**config.mk**
```make
export PLATFORM = sky130hd
export DESIGN_NAME = sfsup_supervisor
export DESIGN_NICKNAME = d
export VERILOG_FILES = /design/src/sfsup_supervisor.v
export VERILOG_INCLUDE_DIRS = /design/src
export SDC_FILE = /design/constraint.sdc
export NUM_CORES = 1
export LEC_CHECK = 0
export BUFFER_PORTS_ARGS = -buffer_cell sky130_fd_sc_hd__buf_2
export CAP_MARGIN = 20
export CELL_PAD_IN_SITES_DETAIL_PLACEMENT = 0
export CELL_PAD_IN_SITES_GLOBAL_PLACEMENT = 1
export CORE_ASPECT_RATIO = 0.5
export CORE_UTILIZATION = 44
export DETAILED_ROUTE_END_ITERATION = 10
export MAX_ROUTING_LAYER = met4
export PLACE_DENSITY = 0.87
export SETUP_SLACK_MARGIN = 0.4
export SYNTH_ARGS = -nofsm -noshare
export SYNTH_HDL_FRONTEND = slang
export SYNTH_SLANG_ARGS = --single-unit
```
**constraint.sdc**
```tcl
create_clock -name ref_clk -period 1.6 [get_ports ref_clk]
set_input_delay 0.32 -clock ref_clk [delete_from_list [all_inputs] [get_ports ref_clk]]
set_output_delay 0.32 -clock ref_clk [all_outputs]
set_load 0.02 [all_outputs]
```
**src/sfsup_consts.vh**
```
`ifndef SFSUP_CONSTS_VH
`define SFSUP_CONSTS_VH
// Register offsets
`define SFSUP_ADDR_STATUS   4'h0
`define SFSUP_ADDR_FAULT0   4'h1
`define SFSUP_ADDR_FAULT1   4'h2
`define SFSUP_ADDR_CTRL     4'h3
`define SFSUP_ADDR_IRQSTAT  4'h4
`define SFSUP_ADDR_IRQMASK  4'h5
`define SFSUP_ADDR_SUPPLY   4'h6
// Fault field positions, per channel
`define SFSUP_F_OT          0
`define SFSUP_F_OC          1
`define SFSUP_F_SC          2
`define SFSUP_F_OL          3
`define SFSUP_F_OS          4
`define SFSUP_F_LATCHW      5
// Common status bits
`define SFSUP_S_OV          0
`define SFSUP_S_UV          1
`define SFSUP_S_POR         6
`define SFSUP_STATW         8
// Control bits
`define SFSUP_C_CH0         0
`define SFSUP_C_CH1         1
`define SFSUP_C_FAILEN      2
`define SFSUP_C_DELATCH     3
`define SFSUP_CTRLW         4
`define SFSUP_CTRL_RST      4'h0
// Interrupt events
`define SFSUP_I_FAULT       0
`define SFSUP_I_FAILSAFE    1
`define SFSUP_I_POR         2
`define SFSUP_I_GNDLOSS     3
`define SFSUP_IRQW          4
// Fault shutdown time
`define SFSUP_CLK_MHZ       100
`define SFSUP_TFAULT_NS     20
`define SFSUP_TFAULT_CYC    ((`SFSUP_TFAULT_NS * `SFSUP_CLK_MHZ) / 1000)
// Idle levels of the synchronised monitors: supplies good, wake high
`define SFSUP_SYNC_IDLE     9'h128
`endif

```
**src/sfsup_supervisor.v**
```verilog
// The register addresses and the address-and-strobe port were chosen for this implementation.
`timescale 1ns/1ps
`include "sfsup_consts.vh"
module sfsup_supervisor #(
    parameter CH = 2
) (
    input  wire           ref_clk,
    input  wire           resetn,
    input  wire [3:0]     regAddr,
    input  wire [7:0]     regWdata,
    input  wire           regWr,
    input  wire           regRd,
    output reg  [7:0]     regRdata,
    input  wire           vpwrUv,
    input  wire           vpwrExtLow,
    input  wire           vpwrOv,
    input  wire           vpwrPorOk,
    input  wire           vddFail,
    input  wire           vddPorOk,
    input  wire           devGndHigh,
    input  wire           sysGndLoss,
    input  wire           wake_reset_n,
    input  wire [CH-1:0]  directIn,
    input  wire [CH-1:0]  otDet,
    input  wire [CH-1:0]  ocDet,
    input  wire [CH-1:0]  scDet,
    input  wire [CH-1:0]  olDet,
    input  wire [CH-1:0]  osDet,
    output reg  [CH-1:0]  high_side_output,
    output reg            fault_status_n,
    output reg            failSafe,
    output reg            soEnable,
    output reg            current_sense_output,
    output reg            irq
);
    localparam NS = 9;
    localparam integer TFC_I = (`SFSUP_TFAULT_CYC < 1) ? 1 : `SFSUP_TFAULT_CYC;
    localparam [3:0] TFC = TFC_I[3:0];

    reg [NS-1:0] syncA_ff;
    reg [NS-1:0] syncB_ff;
    wire [NS-1:0] monRaw = {wake_reset_n, sysGndLoss, devGndHigh, vddPorOk, vddFail,
                            vpwrPorOk, vpwrOv, vpwrExtLow, vpwrUv};
    always @(posedge ref_clk or negedge resetn) begin
        if (!resetn) begin
            // Idle levels avoid a false supply or wake edge after reset
            syncA_ff <= `SFSUP_SYNC_IDLE;
            syncB_ff <= `SFSUP_SYNC_IDLE;
        end else begin
            syncA_ff <= monRaw;
            syncB_ff <= syncA_ff;
        end
    end
    wire sUv   = syncB_ff[0];
    wire sExt  = syncB_ff[1];
    wire sOv   = syncB_ff[2];
    wire sPPor = syncB_ff[3];
    wire sVFl  = syncB_ff[4];
    wire sVPor = syncB_ff[5];
    wire sGndH = syncB_ff[6];
    wire sSysG = syncB_ff[7];
    wire sWake = syncB_ff[8];

    reg [`SFSUP_CTRLW-1:0]  ctrl_ff;
    reg [`SFSUP_STATW-1:0]  stat_ff;
    reg [`SFSUP_IRQW-1:0]   irqStat_ff;
    reg [`SFSUP_IRQW-1:0]   irqMask_ff;
    reg                     vddFailFs_ff;
    reg                     pPorPrev_ff;
    reg                     vPorPrev_ff;
    reg                     wakePrev_ff;
    reg                     vFlPrev_ff;
    reg [CH-1:0]            otPend_ff;
    reg [`SFSUP_F_LATCHW-1:0] flt_ff [0:CH-1];
    reg [3:0]               offCnt_ff [0:CH-1];

    wire rdStatus = regRd && (regAddr == `SFSUP_ADDR_STATUS);
    wire wrCtrl   = regWr && (regAddr == `SFSUP_ADDR_CTRL);
    wire fullPor  = !sPPor && !sVPor;
    wire clearAll = (sVFl && !sUv && !sExt) || fullPor;
    wire vddFs    = sVFl && ctrl_ff[`SFSUP_C_FAILEN];
    wire porRail  = sPPor && !pPorPrev_ff && !sVPor && !vPorPrev_ff;
    wire porLogic = sVPor && !vPorPrev_ff && !sPPor && !pPorPrev_ff;
    // wake transition power-on
    // Wake-up is leaving sleep: wake input or any direct input going high
    wire awake    = sWake || (|directIn);
    wire wakeEdge = awake && !wakePrev_ff;
    wire porWake  = wakeEdge && ((sPPor && pPorPrev_ff) || (sVPor && vPorPrev_ff));
    // rail recovery with logic supply up gives no reset
    wire porSet   = porRail || porLogic || porWake;
    wire fsNow    = vddFailFs_ff || sGndH;
    // system ground loss forces both channels off
    wire allOff   = sSysG;

    always @(posedge ref_clk or negedge resetn) begin
        if (!resetn) begin
            pPorPrev_ff <= 1'b1;
            vPorPrev_ff <= 1'b1;
            wakePrev_ff <= 1'b1;
            vFlPrev_ff  <= 1'b0;
            vddFailFs_ff <= 1'b0;
        end else begin
            pPorPrev_ff <= sPPor;
            vPorPrev_ff <= sVPor;
            wakePrev_ff <= awake;
            vFlPrev_ff  <= sVFl;
            if (sVFl && !vFlPrev_ff)
                vddFailFs_ff <= ctrl_ff[`SFSUP_C_FAILEN];
            else if (!sVFl)
                vddFailFs_ff <= 1'b0;
        end
    end

    // Control register; resets it on logic supply fail when FAILEN is set
    always @(posedge ref_clk or negedge resetn) begin
        if (!resetn) begin
            ctrl_ff    <= `SFSUP_CTRL_RST;
            irqMask_ff <= {`SFSUP_IRQW{1'b0}};
        end else if ((sVFl && !vFlPrev_ff && ctrl_ff[`SFSUP_C_FAILEN]) || fullPor || porSet) begin
            ctrl_ff    <= `SFSUP_CTRL_RST;
            irqMask_ff <= {`SFSUP_IRQW{1'b0}};
        end else begin
            if (wrCtrl)
                ctrl_ff <= regWdata[`SFSUP_CTRLW-1:0];
            else
                ctrl_ff[`SFSUP_C_DELATCH] <= 1'b0;
            if (regWr && regAddr == `SFSUP_ADDR_IRQMASK)
                irqMask_ff <= regWdata[`SFSUP_IRQW-1:0];
        end
    end

    // Per-channel fault latches and output control
    genvar g;
    generate
        for (g = 0; g < CH; g = g + 1) begin : chan
            wire [`SFSUP_F_LATCHW-1:0] det = {osDet[g], olDet[g], scDet[g], ocDet[g], otDet[g]};
            // load ground loss reported as open load via olDet
            wire latchEv = otDet[g] || ocDet[g] || scDet[g] || sUv;
            wire rdMe = regRd && (regAddr == ((g == 0) ? `SFSUP_ADDR_FAULT0 : `SFSUP_ADDR_FAULT1));
            wire delatch = wrCtrl && regWdata[`SFSUP_C_DELATCH];
            // below extended limit only overtemperature is recorded, later
            wire [`SFSUP_F_LATCHW-1:0] setV = sExt ? {`SFSUP_F_LATCHW{1'b0}} : det;
            reg  [`SFSUP_F_LATCHW-1:0] nxt_flt;
            reg                        latched_ff;
            reg                        nxt_hs;
            always @* begin
                nxt_flt = flt_ff[g];
                if (clearAll || (sVFl && ctrl_ff[`SFSUP_C_FAILEN]))
                    nxt_flt = {`SFSUP_F_LATCHW{1'b0}};
                // read clears when cause gone and delatched
                else if (rdMe && !latched_ff)
                    nxt_flt = flt_ff[g] & det;
                // Set wins over clear; otherwise unchanged
                nxt_flt = nxt_flt | setV;
                if (!sExt && otPend_ff[g])
                    nxt_flt[`SFSUP_F_OT] = 1'b1;
            end
            always @* begin
                // fail-safe follows direct input when rail normal
                if (fsNow)
                    nxt_hs = directIn[g] && !sUv && !sExt;
                else
                    nxt_hs = ctrl_ff[g];
                if (latchEv || latched_ff || allOff || (sOv && !fsNow))
                    nxt_hs = 1'b0;
            end
            always @(posedge ref_clk or negedge resetn) begin
                if (!resetn) begin
                    flt_ff[g]    <= {`SFSUP_F_LATCHW{1'b0}};
                    latched_ff   <= 1'b0;
                    otPend_ff[g] <= 1'b0;
                    offCnt_ff[g] <= 4'h0;
                    high_side_output[g] <= 1'b0;
                end else begin
                    flt_ff[g] <= nxt_flt;
                    if (sExt && otDet[g])
                        otPend_ff[g] <= 1'b1;
                    else if (!sExt)
                        otPend_ff[g] <= 1'b0;
                    if (otDet[g] || ocDet[g] || scDet[g])
                        latched_ff <= 1'b1;
                    else if (delatch || clearAll)
                        latched_ff <= 1'b0;
                    if (latchEv)
                        offCnt_ff[g] <= TFC;
                    else if (offCnt_ff[g] != 4'h0)
                        offCnt_ff[g] <= offCnt_ff[g] - 4'h1;
                    high_side_output[g] <= nxt_hs && (offCnt_ff[g] == 4'h0);
                end
            end
        end
    endgenerate

    wire anyFault;
    wire [CH-1:0] chFault;
    genvar k;
    generate
        for (k = 0; k < CH; k = k + 1) begin : agg
            assign chFault[k] = otDet[k] | ocDet[k] | scDet[k] | olDet[k] | osDet[k];
        end
    endgenerate
    assign anyFault = |chFault;

    // Common status: overvoltage, undervoltage, power-on flag
    reg [`SFSUP_STATW-1:0] nxt_stat;
    always @* begin
        nxt_stat = stat_ff;
        if (clearAll)
            nxt_stat = {`SFSUP_STATW{1'b0}};
        else if (rdStatus)
            nxt_stat = stat_ff & {{(`SFSUP_STATW-2){1'b0}}, sUv, sOv};
        nxt_stat[`SFSUP_S_OV] = nxt_stat[`SFSUP_S_OV] | sOv;
        nxt_stat[`SFSUP_S_UV] = nxt_stat[`SFSUP_S_UV] | sUv;
        if (porSet)
            nxt_stat[`SFSUP_S_POR] = 1'b1;
    end

    wire [`SFSUP_IRQW-1:0] irqEv = {sGndH, porSet, fsNow && !failSafe, anyFault | sUv | sOv};
    always @(posedge ref_clk or negedge resetn) begin
        if (!resetn) begin
            stat_ff    <= {`SFSUP_STATW{1'b0}};
            irqStat_ff <= {`SFSUP_IRQW{1'b0}};
            fault_status_n <= 1'b1;
            failSafe   <= 1'b0;
            soEnable   <= 1'b0;
            current_sense_output <= 1'b0;
            irq        <= 1'b0;
            regRdata   <= 8'h00;
        end else begin
            stat_ff <= nxt_stat;
            // Event set wins over write-one clear
            if (regWr && regAddr == `SFSUP_ADDR_IRQSTAT)
                irqStat_ff <= (irqStat_ff & ~regWdata[`SFSUP_IRQW-1:0]) | irqEv;
            else
                irqStat_ff <= irqStat_ff | irqEv;
            irq <= |(irqStat_ff & irqMask_ff);
            // faults reach status pin without logic supply
            fault_status_n <= !(anyFault || sUv || sOv || fsNow);
            failSafe <= fsNow;
            // serial port stays up on rail excursions
            soEnable <= !sVFl && !sGndH;
            current_sense_output <= !sVFl && !fsNow && (|high_side_output);
            regRdata <= 8'h00;
            if (regRd) begin
                case (regAddr)
                    `SFSUP_ADDR_STATUS:  regRdata <= stat_ff;
                    `SFSUP_ADDR_FAULT0:  regRdata <= {3'h0, flt_ff[0]};
                    `SFSUP_ADDR_FAULT1:  regRdata <= {3'h0, flt_ff[CH-1]};
                    `SFSUP_ADDR_CTRL:    regRdata <= {4'h0, ctrl_ff};
                    `SFSUP_ADDR_IRQSTAT: regRdata <= {4'h0, irqStat_ff};
                    `SFSUP_ADDR_IRQMASK: regRdata <= {4'h0, irqMask_ff};
                    `SFSUP_ADDR_SUPPLY:  regRdata <= {sWake, sSysG, sGndH, sVPor, sVFl, sPPor, sOv, sUv};
                    default:             regRdata <= 8'h00;
                endcase
            end
        end
    end
endmodule // sfsup_supervisor

```
# --- Word level (Yosys, flattened, before mapping) ---
# Cells that the tools add are included.
# Widths: inputs -> output; s select.
totals:
  out_inout_bits: 15
  memories: 0
  mem_bits_ro: 0
  in_bits: 37
  mem_bits_rw: 0
  reg_bits: 80
  latch_bits: 0
  elab_cells: 195
op_classes:
  multipliers: 0
  shift: 0
  n_bitwise: 22
  n_lt_le_gt_ge: 0
  n_reduce_logical: 97
  addsub: 2
  eq_ne: 9
  muxes: 35
  div_mod_pow: 0
ops:
  columns: ["op", "count"]
  rows:
  - ["$pmux 8 s7", 1]
  - ["$logic_and 1x1->1", 40]
  - ["$mux 4", 8]
  - ["$mux 5", 6]
  - ["$logic_or 1x1->1", 25]
  - ["$mux 8", 3]
  - ["$mux 1", 16]
  - ["$logic_not 1->1", 15]
  - ["$reduce_bool 2->1", 7]
  - ["$eq 4x3->1 const B", 3]
  - ["$logic_not 4->1", 3]
  - ["$or 1x1->1", 12]
  - ["$and 5x5->5", 2]
  - ["$or 5x5->5", 2]
  - ["$and 4x4->4", 2]
  - ["$and 8x2->8", 1]
  - ["$eq 4x2->1 const B", 2]
  - ["$or 4x4->4", 2]
  - ["$reduce_bool 4->1", 2]
  - ["$sub 4x1->4 const B", 2]
  - ["$ne 2x1->1 const B", 3]
  - ["$reduce_or 2->1", 3]
  - ["$eq 4x1->1 const B", 1]
  - ["$not 4->4", 1]
  - ["3 further kinds", 3]

# --- Longest topological paths before layout ---
logic_depth:
  depth_word: 9
  depth_mapped: 6
  ltp_nobuf: 5

# --- Worst setup path after synthesis ---
# Ideal clock, no wire load.
synth_timing:
  path_type: "reg-to-reg"
  from: "register offCnt_ff[4] (netlist name)"
  to: "register offCnt_ff[5] (netlist name)"
  n_path_buf: 0
  setup_time_ns: 0.124
  required_time_ns: 1.476
  stages_incl_launch_ff: 6
  arrival_ns: 1.355
  slack_ns: 0.121
  synth_period_minus_slack_ns: 1.479
  cell_sequence: "dfrtp_1 -> inv_1 -> ha_1 -> nor3b_1 -> nor2_1 -> a211o_1"
synth_via:
  elab_chain_cells: 3
  word_cells_on_any_way: 5
  classes_between: "1 x add/sub; 2 x mux; 2 x reduce/logical"
synth_rtl:
  columns: ["element", "line_no", "rtl"]
  rows:
  - ["start: declaration", "sfsup_supervisor.v:75", "reg [3:0] offCnt_ff [0:CH-1];"]
  - ["start signal: indexed assignment", "sfsup_supervisor.v:187", "offCnt_ff[g] <= offCnt_ff[g] - 4'h1;"]
  - ["$sub 4x1->4", "sfsup_supervisor.v:187", null]
  - ["$mux 4", "sfsup_supervisor.v:186", "else if (offCnt_ff[g] != 4'h0)"]
  - ["$mux 4", "sfsup_supervisor.v:184", "if (latchEv)"]
# Several ways; a longest one is shown, not always the timed one. The select of a mux whose other input is x is not followed.
# A chain may end at the register's enable or synchronous reset.

# --- Worst setup path after layout ---
layout_timing:
  from: "register syncB_ff[3]"
  to: "register stat_ff[6]"
layout_via:
  elab_chain_cells: 6
  word_cells_on_any_way: 16
  classes_between: "2 x mux; 14 x reduce/logical"
layout_rtl:
  columns: ["element", "line_no", "rtl"]
  rows:
  - ["start: declaration", "sfsup_supervisor.v:41", "reg [NS-1:0] syncB_ff;"]
  - ["start signal: assignment", "sfsup_supervisor.v:48", "syncB_ff <= `SFSUP_SYNC_IDLE;"]
  - ["start signal: assignment", "sfsup_supervisor.v:51", "syncB_ff <= syncA_ff;"]
  - ["$logic_and 1x1->1 / $logic_not 1->1 (equally long branches)", "sfsup_supervisor.v:82, sfsup_supervisor.v:79, sfsup_supervisor.v:83", null]
  - ["$logic_and 1x1->1, on equally long branches (2 in series)", "sfsup_supervisor.v:82, sfsup_supervisor.v:83", null]
  - ["$logic_or 1x1->1 (2 in series)", "sfsup_supervisor.v:90", "wire porSet = porRail || porLogic || porWake;"]
  - ["$reduce_bool 3->1 (no line) / $mux 1 (equally long branches)", null, null]
  - ["end signal: assignment", "sfsup_supervisor.v:221", "stat_ff <= {`SFSUP_STATW{1'b0}};"]
  - ["end signal: assignment", "sfsup_supervisor.v:230", "stat_ff <= nxt_stat;"]
  - ["end: declaration", "sfsup_supervisor.v:65", "reg [`SFSUP_STATW-1:0] stat_ff;"]
# Several ways; a longest one is shown, not always the timed one.

==> results.py <==
metrics = {
    "outcome": {
        "run_status": "complete, no violations",
    },
    "detailed_routing": {
        "num_vias": 2554,
        "remaining_drc_errors": 0,
        "routed_wl_um": 8143,
        "first_pass_iters": 4,
        "first_iter_violations": 231,
        "wl_per_cell_um": 17.18,
        "viasPerCell": 5.388,
        "antenna_left": 0,
    },
    "critical_path": {
        "path_max_fanout": 6,
        "critical_path_class": "flop to flop",
        "rr_worst_depth": 4,
        "r2r_setup_slack_ns": 0.10,
        "critPathLaunchType": "flop",
        "cp-end-kind": "flop",
        "critPathRequiredTime_ns": 1.87,
        "timing.rr.start": "syncB_ff[3]",
        "arrival_ns": 1.77,
        "critPathLaunch": "syncB_ff[3]",
        "r2r-end": "stat_ff[6]",
    },
    "global_route": {
        "grt_pass1_vias": 2688,
        "grt_first_pass_wirelength_um": 13450,
        "groute.usage.overall_pct": 24.51,
        "overflow": 0,
        "antenna_found_initial": 0,
        "grt_max_degree": 33,
    },
    "pwr": {
        "power_mw": 4.877,
        "power_density_nw_per_um2": 1098,
        "p_leak_nw": 2.048,
        "max-vdd-ir-drop_mv": 0.5613,
    },
    "clocking": {
        "path_clk_slew_ns": 0.06,
        "clk_path_buf_depth": 2,
        "cts_root_buf": "clkbuf_16",
        "cts_htree_levels": 3,
        "cts_tree": "done",
        "clk_latency_ns": 0.33,
        "numCtsBuffers": 9,
        "clock_sinks": 75,
    },
    "finish": {
        "finalInstanceArea_um2": 4443,
        "layout_common_cells": "63 x dfrtp_1, 41 x buf_2, 35 x buf_4",
        "nNetsFinal": 417,
        "utilization_pct": 64.54,
        "areaGrowthSynthToFinish_pct": 38.01,
        "layout-drive-gt1-share_pct": 42.41,
        "final_common_cell": "dfrtp_1",
        "n_antenna_cell": 0,
    },
    "sta": {
        "hold_viol_final": 0,
        "maxClockFrequency_mhz": 667.7,
        "clock_skew_ns": 0.002368,
        "rsz0062_at_grt": "true",
        "finalSetupViolCount": 0,
        "fin_crit_sh_pct": 93.60,
        "worstMarginPinSlew_ns": 0.3796,
        "min_period_ns": 1.498,
        "max_slew_margin_pct": 74.69,
        "finalMaxSlewViolations": 0,
        "fin_setup_tns_ns": 0,
    },
    "floorplanning": {
        "ios": 52,
        "die_x_um": 123.0,
        "initial_core_util_pct": 46.76,
        "rows": 21,
        "design.die.area_um2": 7684,
        "die_y_um": 62.49,
        "core_um2": 6884,
    },
    "hold_path": {
        "worstHoldPathType": "input pin to flop",
        "holdPathStages": 1,
        "hold_end": "syncA_ff[3]",
        "min-delay-start": "vpwrPorOk",
    },
    "synthesis": {
        "yosys.cell_types.count": 55,
        "ys_seq_elements": 75,
        "synth-edff-count": 0,
        "synth_nets": 326,
        "synthCells": 286,
        "synth_flop_cell": "dfrtp_1",
        "synthArstFlopShare_pct": 100.0,
        "ys_seq_area_share_pct": 58.69,
        "avgSynthCellArea_um2": 11.26,
        "synthesis.area_um2": 3219,
        "yosysWarningCount": 0,
    },
    "place": {
        "dp_hpwl_um": 5629,
        "numPortBuffers": 47,
        "postPlaceCellArea_um2": 3725,
        "place_congestion": 0.9271,
    },
    "job": {
        "maxCapViolations": 0,
    },
}
## layer usage
layer	up-vias	part of all wire [%]	global-route usage, %
met2	71	47	36.03
met1	1277	46	31.89
met5	-	0	-
li1	1192	-	-
met3	14	6.0	7.938
met4	0	1.5	8.735
## repair_timing
action                                  4_1_cts  5_1_grt
endpoints found under the hold margin        15        0
hold buffers                                  1        0
resized for setup                            17       35
pin swaps                                    10       20
buffers inserted                             16        5
endpoints found under the setup margin       38       45
## flip-flops by register name, indices dropped and copies added, names as in the netlist, 2 cells and up
name	cells
otPend_ff	2
offCnt_ff	8
syncA_ff	9
ctrl_ff	4
high_side_output	2
irqStat_ff	4
stat_ff	3
irqMask_ff	4
chan.latched_ff	2
syncB_ff	9
regRdata	8
flt_ff	10
## kinds of logic (layout without fill, tap and decap cells)
logic type / after synthesis / count (layout) / synth area share, %
AOI/OAI and AO/OA: 65 / 65 / 14.85
xor gates and xnor gates: 5 / 5 / 1.360
adders and majority gates: 3 / 3 / 1.166
buffers and inverters: 26 / 122 / 3.226
DFF: 75 / 75 / 58.69
muxes: 13 / 13 / 4.508
and+or+nand+nor: 99 / 99 / 16.21
## Yosys cell counts, types with 4 or more instances
cell | instances | area share [%]
dfstp_2 | 10 | 8.2
mux2i_1 | 10 | 3.1
inv_1 | 19 | 2.2
buf_2 | 5 | 0.78
nor2b_1 | 6 | 1.2
o2bb2ai_1 | 7 | 1.9
nand3b_1 | 4 | 0.93
a21o_1 | 4 | 0.93
o21ai_0 | 12 | 1.9
nand2b_1 | 5 | 0.97
a211oi_1 | 6 | 1.4
a21oi_1 | 8 | 1.2
nand2_1 | 19 | 2.2
dfrtp_1 | 65 | 51
nor2_1 | 32 | 3.7
xnor2_1 | 5 | 1.4
nor3_1 | 12 | 1.9
## critical path, cell delays in order (launching register included)
cell,delay [ns]
dfstp_2,0.58
or4b_1,0.48
o31ai_2,0.09
a211oi_1,0.09
a21bo_1,0.19
## through the flow
stage,instances,hold slack (ns),setup slack (ns)
2_1_floorplan,286,0.02441,0.2054
3_3_place_gp,436,0.2353,0.04174
3_5_place_dp,436,0.2443,0.02718
4_1_cts,469,0.07645,0.09990
5_1_grt,474,0.07419,0.05965
6_report,474,0.08367,0.1023
## power by group
| group | internal, mW | total [mW] | switching (mW) |
|---|---|---|---|
| clock network | 1.52 | 2.29 | 0.771 |
| registers | 2.00 | 2.09 | 0.0823 |
| logic | 0.227 | 0.500 | 0.273 |
## cell type report
type / count / area [µm²]
sequential: 75 / 1892
multi-input combinational: 185 / 1424
fill: 528 / 2441
clock inverter: 7 / 116.4
inverter: 19 / 71.32
timing repair buffer: 87 / 599.3
tap: 92 / 115.1
clock buffer: 9 / 225.2
## worst max path at each step
stage,end
after floorplan,ctrl_ff[3]
after global placement,ctrl_ff[3]
after detailed placement,ctrl_ff[3]
after CTS,irqMask_ff[2]
after global routing,flt_ff[2]
final,stat_ff[6]
Note: power is estimated with default switching activity, not from simulation.
